File: src/verilog/xfer_addr_pkg.sv
// Shared constants and carrier types for the transfer address ring pointer block
package xfer_addr_pkg;

    // APB byte offsets of the registers
    localparam logic [7:0] OFS_UPPER_ADDR  = 8'h00;  // shared_upper_addr
    localparam logic [7:0] OFS_CHAN_A_LOW  = 8'h04;  // chan_a_low_addr
    localparam logic [7:0] OFS_CHAN_B_LOW  = 8'h08;  // chan_b_low_addr
    localparam logic [7:0] OFS_CHAN_C_LOW  = 8'h0c;  // chan_c_low_addr
    localparam logic [7:0] OFS_CHAN_B_RLD  = 8'h10;  // chan_b_reload (read only)
    localparam logic [7:0] OFS_RING_CMP    = 8'h14;  // ring_compare_ptr
    localparam logic [7:0] OFS_RING_CTRL   = 8'h18;  // ring_channel_control
    localparam logic [7:0] OFS_BOUNDARY    = 8'h1c;  // boundary_select A/B/C
    localparam logic [7:0] OFS_IRQ_STATUS  = 8'h20;  // sticky events, write 1 to clear
    localparam logic [7:0] OFS_IRQ_MASK    = 8'h24;  // interrupt enables

    // Ring channel control bit positions
    localparam int CTRL_RING_BIT   = 7;
    localparam int CTRL_FLAG_BIT   = 6;
    localparam int CTRL_IRQEN_BIT  = 5;
    localparam int CTRL_LOAD_BIT   = 4;
    localparam int CTRL_MARK_BIT   = 3;
    localparam int CTRL_FIXED_BIT  = 2;
    localparam int CTRL_CLKSEL_HI  = 1;
    localparam int CTRL_CLKSEL_LO  = 0;
    localparam logic [7:0] CTRL_RESET_VAL = 8'h1c;

    // Boundary select field layout, three bits per channel
    localparam int BND_W      = 3;
    localparam int BND_A_LSB  = 0;
    localparam int BND_B_LSB  = 3;
    localparam int BND_C_LSB  = 6;
    localparam logic [8:0] BND_RESET_VAL = 9'h1ff;

    // Interrupt status bit positions
    localparam int IRQ_W        = 4;
    localparam int IRQ_OVF_A    = 0;
    localparam int IRQ_OVF_B    = 1;
    localparam int IRQ_OVF_C    = 2;
    localparam int IRQ_OVERRUN  = 3;

    // Channel numbers
    localparam int NUM_CHAN = 3;
    localparam logic [1:0] CHAN_A = 2'h0;
    localparam logic [1:0] CHAN_B = 2'h1;
    localparam logic [1:0] CHAN_C = 2'h2;

    // Transfer request carrier from the transfer control logic
    typedef struct packed {
        logic [2:0] step;        // One pulse per transferred unit, per channel
        logic [1:0] active_chan; // Channel whose address is driven
        logic       pbi_mode;    // Parallel-port bound buffer mode
        logic       master_rd;   // Master CPU read transfer (channel A)
        logic       master_wr;   // Master CPU write transfer (channel B)
    } xfer_req_s;

    // Address selection result
    typedef enum logic [1:0] {
        SRC_A,
        SRC_B,
        SRC_C
    } addr_src_e;

endpackage : xfer_addr_pkg

File: src/verilog/low_addr_counter.sv
// Lower address counter with reload register and boundary-limited carry
`timescale 1ns/10ps
`default_nettype none

module low_addr_counter #(
    parameter int W = 8
) (
    // Clock and reset
    input  wire logic         i_clk,
    input  wire logic         i_rst_n,
    input  wire logic         i_ce,
    // Control
    input  wire logic         i_wr_en,    // Software write of the address
    input  wire logic [W-1:0] i_wr_data,
    input  wire logic         i_load,     // Reload value into address
    input  wire logic         i_mark,     // Address into reload value
    input  wire logic         i_step,     // One unit transferred
    input  wire logic [W-1:0] i_mask,     // Ones below the boundary
    // State
    output logic      [W-1:0] o_addr,
    output logic      [W-1:0] o_reload,
    output logic              o_ovf       // Boundary carry this cycle
);

    logic [W-1:0] addr_q;     // Counter
    logic [W-1:0] reload_q;   // Starting value
    logic [W-1:0] inc_low;    // Incremented low part
    logic [W-1:0] step_d;     // Value after a step

    // Carry out of the field below the boundary
    assign o_ovf   = i_step & ((addr_q & i_mask) == i_mask);
    assign inc_low = (addr_q + {{(W-1){1'b0}}, 1'b1}) & i_mask;
    // Keep bits above, restore bits below from reload on carry
    assign step_d  = o_ovf ? ((addr_q & ~i_mask) | (reload_q & i_mask))
                           : ((addr_q & ~i_mask) | inc_low);

    // Address counter; software write wins over load and step
    always_ff @(posedge i_clk or negedge i_rst_n) begin
        if (!i_rst_n) begin
            addr_q <= '0;
        end else if (i_ce) begin
            if (i_wr_en) begin
                addr_q <= i_wr_data;
            end else if (i_load) begin
                addr_q <= reload_q;
            end else if (i_step) begin
                addr_q <= step_d;
            end
        end
    end

    // Reload register follows software writes, or marks the pointer
    always_ff @(posedge i_clk or negedge i_rst_n) begin
        if (!i_rst_n) begin
            reload_q <= '0;
        end else if (i_ce) begin
            if (i_wr_en) begin
                reload_q <= i_wr_data;
            end else if (i_mark) begin
                reload_q <= addr_q;
            end
        end
    end

    assign o_addr   = addr_q;
    assign o_reload = reload_q;

endmodule // low_addr_counter

`default_nettype wire

File: src/verilog/ring_overrun_flag.sv
// Ring buffer overrun detection and flag with read-then-write-zero clear
`timescale 1ns/10ps
`default_nettype none

module ring_overrun_flag #(
    parameter int W = 8
) (
    // Clock and reset
    input  wire logic         i_clk,
    input  wire logic         i_rst_n,
    input  wire logic         i_ce,
    // Pointer state
    input  wire logic         i_ring_active,
    input  wire logic         i_step_b,     // Channel B advanced this cycle
    input  wire logic [W-1:0] i_addr_b,
    input  wire logic [W-1:0] i_cmp,
    // Software access to the control register
    input  wire logic         i_ctrl_rd,    // Completed read
    input  wire logic         i_ctrl_wr,    // Completed write
    input  wire logic         i_wr_flag,    // Written flag bit value
    // Result
    output logic              o_flag,
    output logic              o_set         // Pulse when flag gets set
);

    logic stepped_q;  // Channel B moved in the previous cycle
    logic armed_q;    // Flag was read as one
    logic flag_q;     // Overrun flag
    logic clear;      // Qualified clear

    // Compare after the increment has landed in the counter
    assign o_set = stepped_q & i_ring_active & (i_addr_b == i_cmp);
    assign clear = i_ctrl_wr & ~i_wr_flag & armed_q;

    // Remember a step for one cycle
    always_ff @(posedge i_clk or negedge i_rst_n) begin
        if (!i_rst_n) begin
            stepped_q <= 1'b0;
        end else if (i_ce) begin
            stepped_q <= i_step_b;
        end
    end

    // Arm on a read that saw the flag set; a write consumes it
    always_ff @(posedge i_clk or negedge i_rst_n) begin
        if (!i_rst_n) begin
            armed_q <= 1'b0;
        end else if (i_ce) begin
            if (i_ctrl_rd) begin
                armed_q <= flag_q;
            end else if (i_ctrl_wr) begin
                armed_q <= 1'b0;
            end
        end
    end

    // Flag: set wins over clear, writing one does nothing
    always_ff @(posedge i_clk or negedge i_rst_n) begin
        if (!i_rst_n) begin
            flag_q <= 1'b0;
        end else if (i_ce) begin
            if (o_set) begin
                flag_q <= 1'b1;
            end else if (clear) begin
                flag_q <= 1'b0;
            end
        end
    end

    assign o_flag = flag_q;

endmodule // ring_overrun_flag

`default_nettype wire

File: src/verilog/transfer_address_ring_pointer.sv
// Transfer address generation with ring pointer, APB registers and interrupts
`timescale 1ns/10ps
`default_nettype none

module transfer_address_ring_pointer #(
    parameter int AW = 8,  // Width of each address byte
    parameter int PW = 8   // APB address width
) (
    // Clock, reset and enable
    input  wire logic                   i_clk,
    input  wire logic                   i_rst_n,
    input  wire logic                   i_ce,
    // APB slave
    input  wire logic                   i_psel,
    input  wire logic                   i_penable,
    input  wire logic                   i_pwrite,
    input  wire logic [PW-1:0]          i_paddr,
    input  wire logic [31:0]            i_pwdata,
    input  wire logic [3:0]             i_pstrb,
    output logic      [31:0]            o_prdata,
    output logic                        o_pready,
    output logic                        o_pslverr,
    // Transfer side
    input  wire xfer_addr_pkg::xfer_req_s i_xfer,
    input  wire logic                   i_chan_b_repeat_enable,
    output logic      [2*AW-1:0]        o_ram_addr,
    output logic      [1:0]             o_timer_clk_sel,
    // Interrupts
    output logic                        o_overrun_irq,
    output logic                        o_irq
);
    import xfer_addr_pkg::*;

    // Register state
    // Load and mark are strobes, so they have no storage here
    logic [AW-1:0]     upper_q;       // Shared upper address byte
    logic [AW-1:0]     cmp_q;         // Ring compare pointer
    logic              ring_q;        // Ring mode bit
    logic              irqen_q;       // Overrun interrupt enable
    logic [1:0]        clksel_q;      // Timer clock select bits
    logic [3*BND_W-1:0] bnd_q;        // Boundary selects A/B/C
    logic [IRQ_W-1:0]  status_q;      // Sticky event bits
    logic [IRQ_W-1:0]  mask_q;        // Event enables
    logic [2*AW-1:0]   ram_addr_q;    // Registered transfer address
    logic [31:0]       prdata_q;      // Registered read data
    logic              seen_q;        // Setup phase seen

    // Channel counters
    // Indexed 0, 1, 2 for channels A, B, C
    logic [AW-1:0] addr   [NUM_CHAN];
    logic [AW-1:0] reload [NUM_CHAN];
    logic [AW-1:0] mask   [NUM_CHAN];
    logic [NUM_CHAN-1:0] step;
    logic [NUM_CHAN-1:0] ovf;
    logic [NUM_CHAN-1:0] wr_low;

    // Bus decode
    // One-hot hits of the register offsets
    logic        acc_done;   // Access completes this cycle
    logic        wr_done;
    logic        rd_done;
    logic        lane0;
    logic [7:0]  wdat;
    logic        hit_upper;
    logic        hit_a;
    logic        hit_b;
    logic        hit_c;
    logic        hit_rld;
    logic        hit_cmp;
    logic        hit_ctrl;
    logic        hit_bnd;
    logic        hit_stat;
    logic        hit_mask;
    logic        mapped;
    logic [31:0] rd_mux;
    logic [7:0]  ctrl_rd;

    // Ring and flag
    // Ring mode gating and overrun flag state
    logic        ring_active;
    logic        load_b;
    logic        mark_b;
    logic        flag;
    logic        flag_set;
    addr_src_e   src;
    logic [IRQ_W-1:0] events;

    // Access phase completion
    // Zero wait states; a low clock enable holds ready low so nothing completes
    assign o_pready  = i_ce & i_psel & i_penable & seen_q;
    assign acc_done  = o_pready;
    assign wr_done   = acc_done & i_pwrite;
    assign rd_done   = acc_done & ~i_pwrite;
    assign lane0     = i_pstrb[0];
    assign wdat      = i_pwdata[7:0];

    // Address decode
    // Exact match, so unaligned addresses take the error path
    assign hit_upper = (i_paddr == PW'(OFS_UPPER_ADDR));
    assign hit_a     = (i_paddr == PW'(OFS_CHAN_A_LOW));
    assign hit_b     = (i_paddr == PW'(OFS_CHAN_B_LOW));
    assign hit_c     = (i_paddr == PW'(OFS_CHAN_C_LOW));
    assign hit_rld   = (i_paddr == PW'(OFS_CHAN_B_RLD));
    assign hit_cmp   = (i_paddr == PW'(OFS_RING_CMP));
    assign hit_ctrl  = (i_paddr == PW'(OFS_RING_CTRL));
    assign hit_bnd   = (i_paddr == PW'(OFS_BOUNDARY));
    assign hit_stat  = (i_paddr == PW'(OFS_IRQ_STATUS));
    assign hit_mask  = (i_paddr == PW'(OFS_IRQ_MASK));
    assign mapped    = hit_upper | hit_a | hit_b | hit_c | hit_rld | hit_cmp
                     | hit_ctrl | hit_bnd | hit_stat | hit_mask;
    // Unmapped addresses answer with an error, read zero
    assign o_pslverr = acc_done & ~mapped;

    // The 8-bit registers live in byte lane zero
    // write sets reload
    assign wr_low[0] = wr_done & lane0 & hit_a;
    assign wr_low[1] = wr_done & lane0 & hit_b;
    assign wr_low[2] = wr_done & lane0 & hit_c;

    // Both strobes in one write swap the two pointers
    // zero loads pointer
    assign load_b = wr_done & lane0 & hit_ctrl & ~wdat[CTRL_LOAD_BIT];
    assign mark_b = wr_done & lane0 & hit_ctrl & ~wdat[CTRL_MARK_BIT];

    // Ring bit alone leaves channel B a plain counter
    // ring needs both
    assign ring_active = ring_q & i_chan_b_repeat_enable;

    // Master accesses replace the channel pulses in parallel mode
    // parallel mode steps
    assign step[0] = i_xfer.pbi_mode ? i_xfer.master_rd : i_xfer.step[0];
    assign step[1] = i_xfer.pbi_mode ? i_xfer.master_wr : i_xfer.step[1];
    assign step[2] = ~i_xfer.pbi_mode & i_xfer.step[2];

    // Boundary masks, one more low bit per select step
    // Widened before the shift so select seven gives all eight bits
    // limit carry range
    assign mask[0] = AW'((9'h002 << bnd_q[BND_A_LSB +: BND_W]) - 9'h001);
    assign mask[1] = AW'((9'h002 << bnd_q[BND_B_LSB +: BND_W]) - 9'h001);
    assign mask[2] = AW'((9'h002 << bnd_q[BND_C_LSB +: BND_W]) - 9'h001);

    // One counter per channel
    // Only channel B gets the load and mark strobes
    genvar g;
    generate
        for (g = 0; g < NUM_CHAN; g++) begin : g_chan
            low_addr_counter #(
                .W         (AW)
            ) u_cnt (
                .i_clk     (i_clk),
                .i_rst_n   (i_rst_n),
                .i_ce      (i_ce),
                .i_wr_en   (wr_low[g]),
                .i_wr_data (wdat[AW-1:0]),
                .i_load    ((g == 1) ? load_b : 1'b0),
                .i_mark    ((g == 1) ? mark_b : 1'b0),
                .i_step    (step[g]),
                .i_mask    (mask[g]),
                .o_addr    (addr[g]),
                .o_reload  (reload[g]),
                .o_ovf     (ovf[g])
            );
        end
    endgenerate

    // Overrun flag with its read-then-write-zero clear
    // compare after increment
    ring_overrun_flag #(
        .W             (AW)
    ) u_flag (
        .i_clk         (i_clk),
        .i_rst_n       (i_rst_n),
        .i_ce          (i_ce),
        .i_ring_active (ring_active),
        .i_step_b      (step[1]),
        .i_addr_b      (addr[1]),
        .i_cmp         (cmp_q),
        .i_ctrl_rd     (rd_done & hit_ctrl),
        .i_ctrl_wr     (wr_done & lane0 & hit_ctrl),
        .i_wr_flag     (wdat[CTRL_FLAG_BIT]),
        .o_flag        (flag),
        .o_set         (flag_set)
    );

    // Source of the transfer address
    // In parallel mode master writes use B and all else A; otherwise the active channel
    assign src = i_xfer.pbi_mode ? (i_xfer.master_wr ? SRC_B : SRC_A)
               : (i_xfer.active_chan == CHAN_B) ? SRC_B
               : (i_xfer.active_chan == CHAN_C) ? SRC_C : SRC_A;

    // Control register read image
    // Fixed bit and the strobe positions always read one
    // fixed bit one
    assign ctrl_rd = {ring_q, flag, irqen_q, 1'b1, 1'b1, 1'b1, clksel_q};

    // Read data selection
    // Unmapped offsets read as zero
    assign rd_mux = hit_upper ? {24'h000000, 8'(upper_q)}
                  : hit_a     ? {24'h000000, 8'(addr[0])}
                  : hit_b     ? {24'h000000, 8'(addr[1])}
                  : hit_c     ? {24'h000000, 8'(addr[2])}
                  : hit_rld   ? {24'h000000, 8'(reload[1])}
                  : hit_cmp   ? {24'h000000, 8'(cmp_q)}
                  : hit_ctrl  ? {24'h000000, ctrl_rd}
                  : hit_bnd   ? {23'h000000, bnd_q}
                  : hit_stat  ? {28'h0000000, status_q}
                  : hit_mask  ? {28'h0000000, mask_q}
                  : 32'h00000000;

    // Interrupt events
    // Boundary carries and overrun sets feed the sticky status
    assign events[IRQ_OVF_A]   = ovf[0];
    assign events[IRQ_OVF_B]   = ovf[1];
    assign events[IRQ_OVF_C]   = ovf[2];
    assign events[IRQ_OVERRUN] = flag_set;

    // APB read data and setup tracking
    // Read data is taken in setup and stands through the access cycle
    always_ff @(posedge i_clk or negedge i_rst_n) begin
        if (!i_rst_n) begin
            prdata_q <= 32'h00000000;
            seen_q   <= 1'b0;
        end else if (i_ce) begin
            seen_q <= i_psel & ~acc_done;
            if (i_psel) begin
                prdata_q <= rd_mux;
            end
        end
    end

    // Upper byte and compare pointer
    // Written through byte lane zero only
    always_ff @(posedge i_clk or negedge i_rst_n) begin
        if (!i_rst_n) begin
            upper_q <= '0;
            cmp_q   <= '0;
        end else if (i_ce && wr_done && lane0) begin
            if (hit_upper) begin
                upper_q <= wdat[AW-1:0];
            end else if (hit_cmp) begin
                cmp_q <= wdat[AW-1:0];
            end
        end
    end

    // Ring control bits
    // reset value
    always_ff @(posedge i_clk or negedge i_rst_n) begin
        if (!i_rst_n) begin
            ring_q   <= CTRL_RESET_VAL[CTRL_RING_BIT];
            irqen_q  <= CTRL_RESET_VAL[CTRL_IRQEN_BIT];
            clksel_q <= CTRL_RESET_VAL[CTRL_CLKSEL_HI:CTRL_CLKSEL_LO];
        end else if (i_ce && wr_done && lane0 && hit_ctrl) begin
            ring_q   <= wdat[CTRL_RING_BIT];
            irqen_q  <= wdat[CTRL_IRQEN_BIT];
            clksel_q <= wdat[CTRL_CLKSEL_HI:CTRL_CLKSEL_LO];
        end
    end

    // Boundary selects and interrupt mask
    // The boundary word spans lanes zero and one
    always_ff @(posedge i_clk or negedge i_rst_n) begin
        if (!i_rst_n) begin
            bnd_q  <= BND_RESET_VAL;
            mask_q <= '0;
        end else if (i_ce && wr_done) begin
            if (hit_bnd && (&i_pstrb[1:0])) begin
                bnd_q <= i_pwdata[3*BND_W-1:0];
            end else if (hit_mask && lane0) begin
                mask_q <= i_pwdata[IRQ_W-1:0];
            end
        end
    end

    // Sticky status: new events win over the write-one clear
    // An event in the cycle of its clear keeps the bit set
    always_ff @(posedge i_clk or negedge i_rst_n) begin
        if (!i_rst_n) begin
            status_q <= '0;
        end else if (i_ce) begin
            if (wr_done && lane0 && hit_stat) begin
                status_q <= (status_q & ~i_pwdata[IRQ_W-1:0]) | events;
            end else begin
                status_q <= status_q | events;
            end
        end
    end

    // Transfer address register
    // Registered so the address stands a whole cycle
    // join upper and low
    always_ff @(posedge i_clk or negedge i_rst_n) begin
        if (!i_rst_n) begin
            ram_addr_q <= '0;
        end else if (i_ce) begin
            case (src)
                SRC_B: begin
                    ram_addr_q <= {upper_q, addr[1]};
                end
                SRC_C: begin
                    ram_addr_q <= {upper_q, addr[2]};
                end
                default: begin
                    ram_addr_q <= {upper_q, addr[0]};
                end
            endcase
        end
    end

    // Outputs
    // Interrupt outputs are levels built from registers
    assign o_prdata        = prdata_q;
    assign o_ram_addr      = ram_addr_q;
    assign o_timer_clk_sel = clksel_q;
    assign o_overrun_irq   = flag & irqen_q;
    assign o_irq           = |(status_q & mask_q);

endmodule // transfer_address_ring_pointer

`default_nettype wire

File: config.mk
export PLATFORM = sky130hd
export DESIGN_NAME = transfer_address_ring_pointer
export DESIGN_NICKNAME = d
export VERILOG_FILES = /design/src/verilog/xfer_addr_pkg.sv /design/src/verilog/low_addr_counter.sv /design/src/verilog/ring_overrun_flag.sv /design/src/verilog/transfer_address_ring_pointer.sv
export SDC_FILE = /design/constraint.sdc
export NUM_CORES = 1
export LEC_CHECK = 0
export BUFFER_PORTS_ARGS = -buffer_cell sky130_fd_sc_hd__clkbuf_2
export CAP_MARGIN = 15
export CORE_AREA = 5 5 130 132
export CTS_CLUSTER_SIZE = 20
export DETAILED_ROUTE_END_ITERATION = 6
export DIE_AREA = 0 0 135 137
export HOLD_SLACK_MARGIN = 0.08
export PLACE_DENSITY = 0.7
export SLEW_MARGIN = 0
export SYNTH_ARGS = -nofsm -noshare
export SYNTH_HDL_FRONTEND = slang
export SYNTH_HIERARCHICAL = 1
export SYNTH_SLANG_ARGS = --single-unit
File: constraint.sdc
create_clock -name i_clk -period 3.9 [get_ports i_clk]
set_clock_uncertainty 0.1 [all_clocks]
set_input_delay 0.78 -clock i_clk [delete_from_list [all_inputs] [get_ports i_clk]]
set_output_delay 0.78 -clock i_clk [all_outputs]
set_load 0.02 [all_outputs]
==> flow_summary.ini <==
[hold_path]
hold_class = input pin to asynchronous set/reset pin

[synthesis]
synthTopCellsByArea = dfrtp_1 34%, mux2_2 7.4%, o22ai_1 4.5%
yosysTopAreaCellShare_pct = 34.5
ys_warn_count = 6
ys_async_sr_fraction_pct = 100
synth_largest_area_cell = dfrtp_1
yosys_most_used_dff = dfrtp_1
synth-seq-cells = 114
ys_seq_area_share_pct = 37.6
synth-edff-count = 0
syn_avg_cell_area_um2 = 9.22
syn-cell-area_um2 = 7620
synth_cell_types = 65
syn-instance-count = 826

[clock_network]
postCtsSetupRepairBufs = 0
cts_made_buffers = 17
postCtsHoldBufs = 0
worstSkewPairLatency_ns = 0.43
cts_resized = 0
cts_root_buffer = clkbuf_16
htreeDepth = 4
cts_max_path_buffers = 2
cts_tree = built
clk_pin_slew_ns = 0.05
clock_sink_count = 114

[global_route]
grt_pass1_wl_um = 39000
grt_max_degree = 76
grt.overflow.total = 0
track_usage_pct = 27.4
grt_pass1_vias = 6727
antenna_found_initial = 0

[timing]
finalMaxSlewViolations = 0
grt_setup_unrepaired = no
fin_crit_sh_pct = 83.2
final-setup-viol-count = 0
setup_tns_ns = 0
fin_crit_ns = 3.24
max_freq_mhz = 308
hold_ws_ns = 0.338
relSlewSlack_pct = 41.8
hold_viol = 0
worstMarginPinSlew_ns = 0.873

[critical_path]
reg2regPathDepth = 10
worstReg2RegStart = bnd_q[7]$_DFFE_PN1P_
start_kind = input pin
critPathMaxFanout = 11
cp_num_buf_inv = 1
critPathTopFamily = simple AND/OR/NAND/NOR gates
cp.arrival_ns = 3.43
crit_path_end_kind = register
worst_ep_required_time_ns = 4.08
r2r_setup_slack_ns = 0.82
slowest_stage = nor4b_4
path_cells = clkbuf_2, nor4b_4, nand3_1, or3_1, nor2_1, or2_2, o21a_1, o21ai_0, a221oi_1, a31oi_1
cp-startpoint = i_paddr[5]
timing_worst_setup_path_type = input pin to register
slowest_delay_ns = 0.46

[route]
drt-total-wl_um = 25000
dr.pass1.iters = 7
drt-wirelength-per-cell_um = 22.2
drtIter0Drc = 1053
route.detailed.drc = 0
vias = 7249
ant_nets = 0
avgViaCountPerCell = 6.43

[power]
power_density_nw_per_um2 = 425
ir_worst_vdd_mv = 0.324
leakagePower_nw = 3.80

[finish]
antenna_cells = 0
layout-drive-gt1-share_pct = 22.0
finalNetCount = 963
area_growth_pct = 14.0

[place]
gp_congestion = 0.978
dp_hpwl_um = 16800
portBuffers = 64

[outcome]
status = completed

[floorplan]
row_count = 46
top_level_ports = 113
die_h_um = 137
core_area_um2 = 15600
die_area_um2 = 18500
die_w_um = 135
start_util_pct = 48.8

[run]
cap_violations = 0
## worst max-delay path by stage
stage                     endpoint  slack, ns  cells after the start
after CTS                 register       0.76                     10
final                     register       0.66                     10
after detailed placement  register       0.39                     10
after floorplan           register       0.85                     13
after global routing      register       0.50                     10
after global placement    register       0.43                     10
## cells in the mapped netlist, types with 10 or more instances
cell type	number
a211oi_1	12
a21oi_1	43
a221oi_1	10
a22oi_1	19
a31oi_1	12
and2_1	12
buf_4	24
buf_6	10
clkbuf_1	28
dfrtp_1	105
inv_1	32
mux2_2	50
mux2i_1	24
nand2_1	57
nand2b_1	12
nand3_1	30
nor2_1	39
o21ai_0	62
o22ai_1	55
xnor2_1	20
## area by class of cell
cell class              instances  area (um^2)
multi-input cells             652         4360
fillers                      1436         6920
well taps                     216          270
clock inverters                13          161
repair buffers                 80          455
clock buffers                  19          443
inverters                      33          124
flip-flops and latches        114         2860
## routing by layer
metal | track usage [%] | up-vias | wire, um
li1 | - | 3206 | -
met1 | 37.9 | 3459 | 10400
met2 | 42.2 | 498 | 11000
met3 | 6.21 | 86 | 2650
met4 | 10.5 | 0 | 925
met5 | 0 | - | 0
## cells by family after synthesis
| family | count (synthesis) | synth area share (%) |
|---|---|---|
| flip-flops | 114 | 37.6 |
| other | 2 | 0.0986 |
| XOR/XNOR | 25 | 2.87 |
| multiplexers | 78 | 11.3 |
| adder cells (fa/ha/maj) | 6 | 0.986 |
| AND/OR/NAND/NOR | 213 | 14.9 |
| AO/OA/AOI/OAI | 286 | 24.9 |
| buffers and inverters | 102 | 7.26 |
## per-stage QoR
stage | area [um^2] | std cells | util, % | power, mW | worst slack (ns)
4_1_cts | 8680 | 1127 | 55.7 | 3.68 | 0.763
6_report | 8680 | 1127 | 55.7 | 3.69 | 0.655
5_1_grt | 8680 | 1127 | 55.7 | 3.82 | 0.499
2_1_floorplan | 7770 | 868 | - | 1.85 | 0.847
3_3_place_gp | 8080 | 1095 | 51.8 | 2.07 | 0.431
3_5_place_dp | 8080 | 1095 | 51.8 | 2.08 | 0.390
## placed cells by master (no fill, tap or decap), types with 32 or more instances in the layout
master	n
nand2_1	57
inv_1	32
mux2_2	50
conb_1	44
o22ai_1	55
dfrtp_1	105
clkbuf_2	63
nor2_1	39
o21ai_0	62
a21oi_1	43
## power by group
part,internal [mW],total [mW],switching (mW)
registers,1.28,1.48,0.197
clock network,1.02,1.60,0.584
logic,0.246,0.608,0.363
total,2.55,3.69,1.14
No activity file was read; power rests on OpenSTA's default activity.
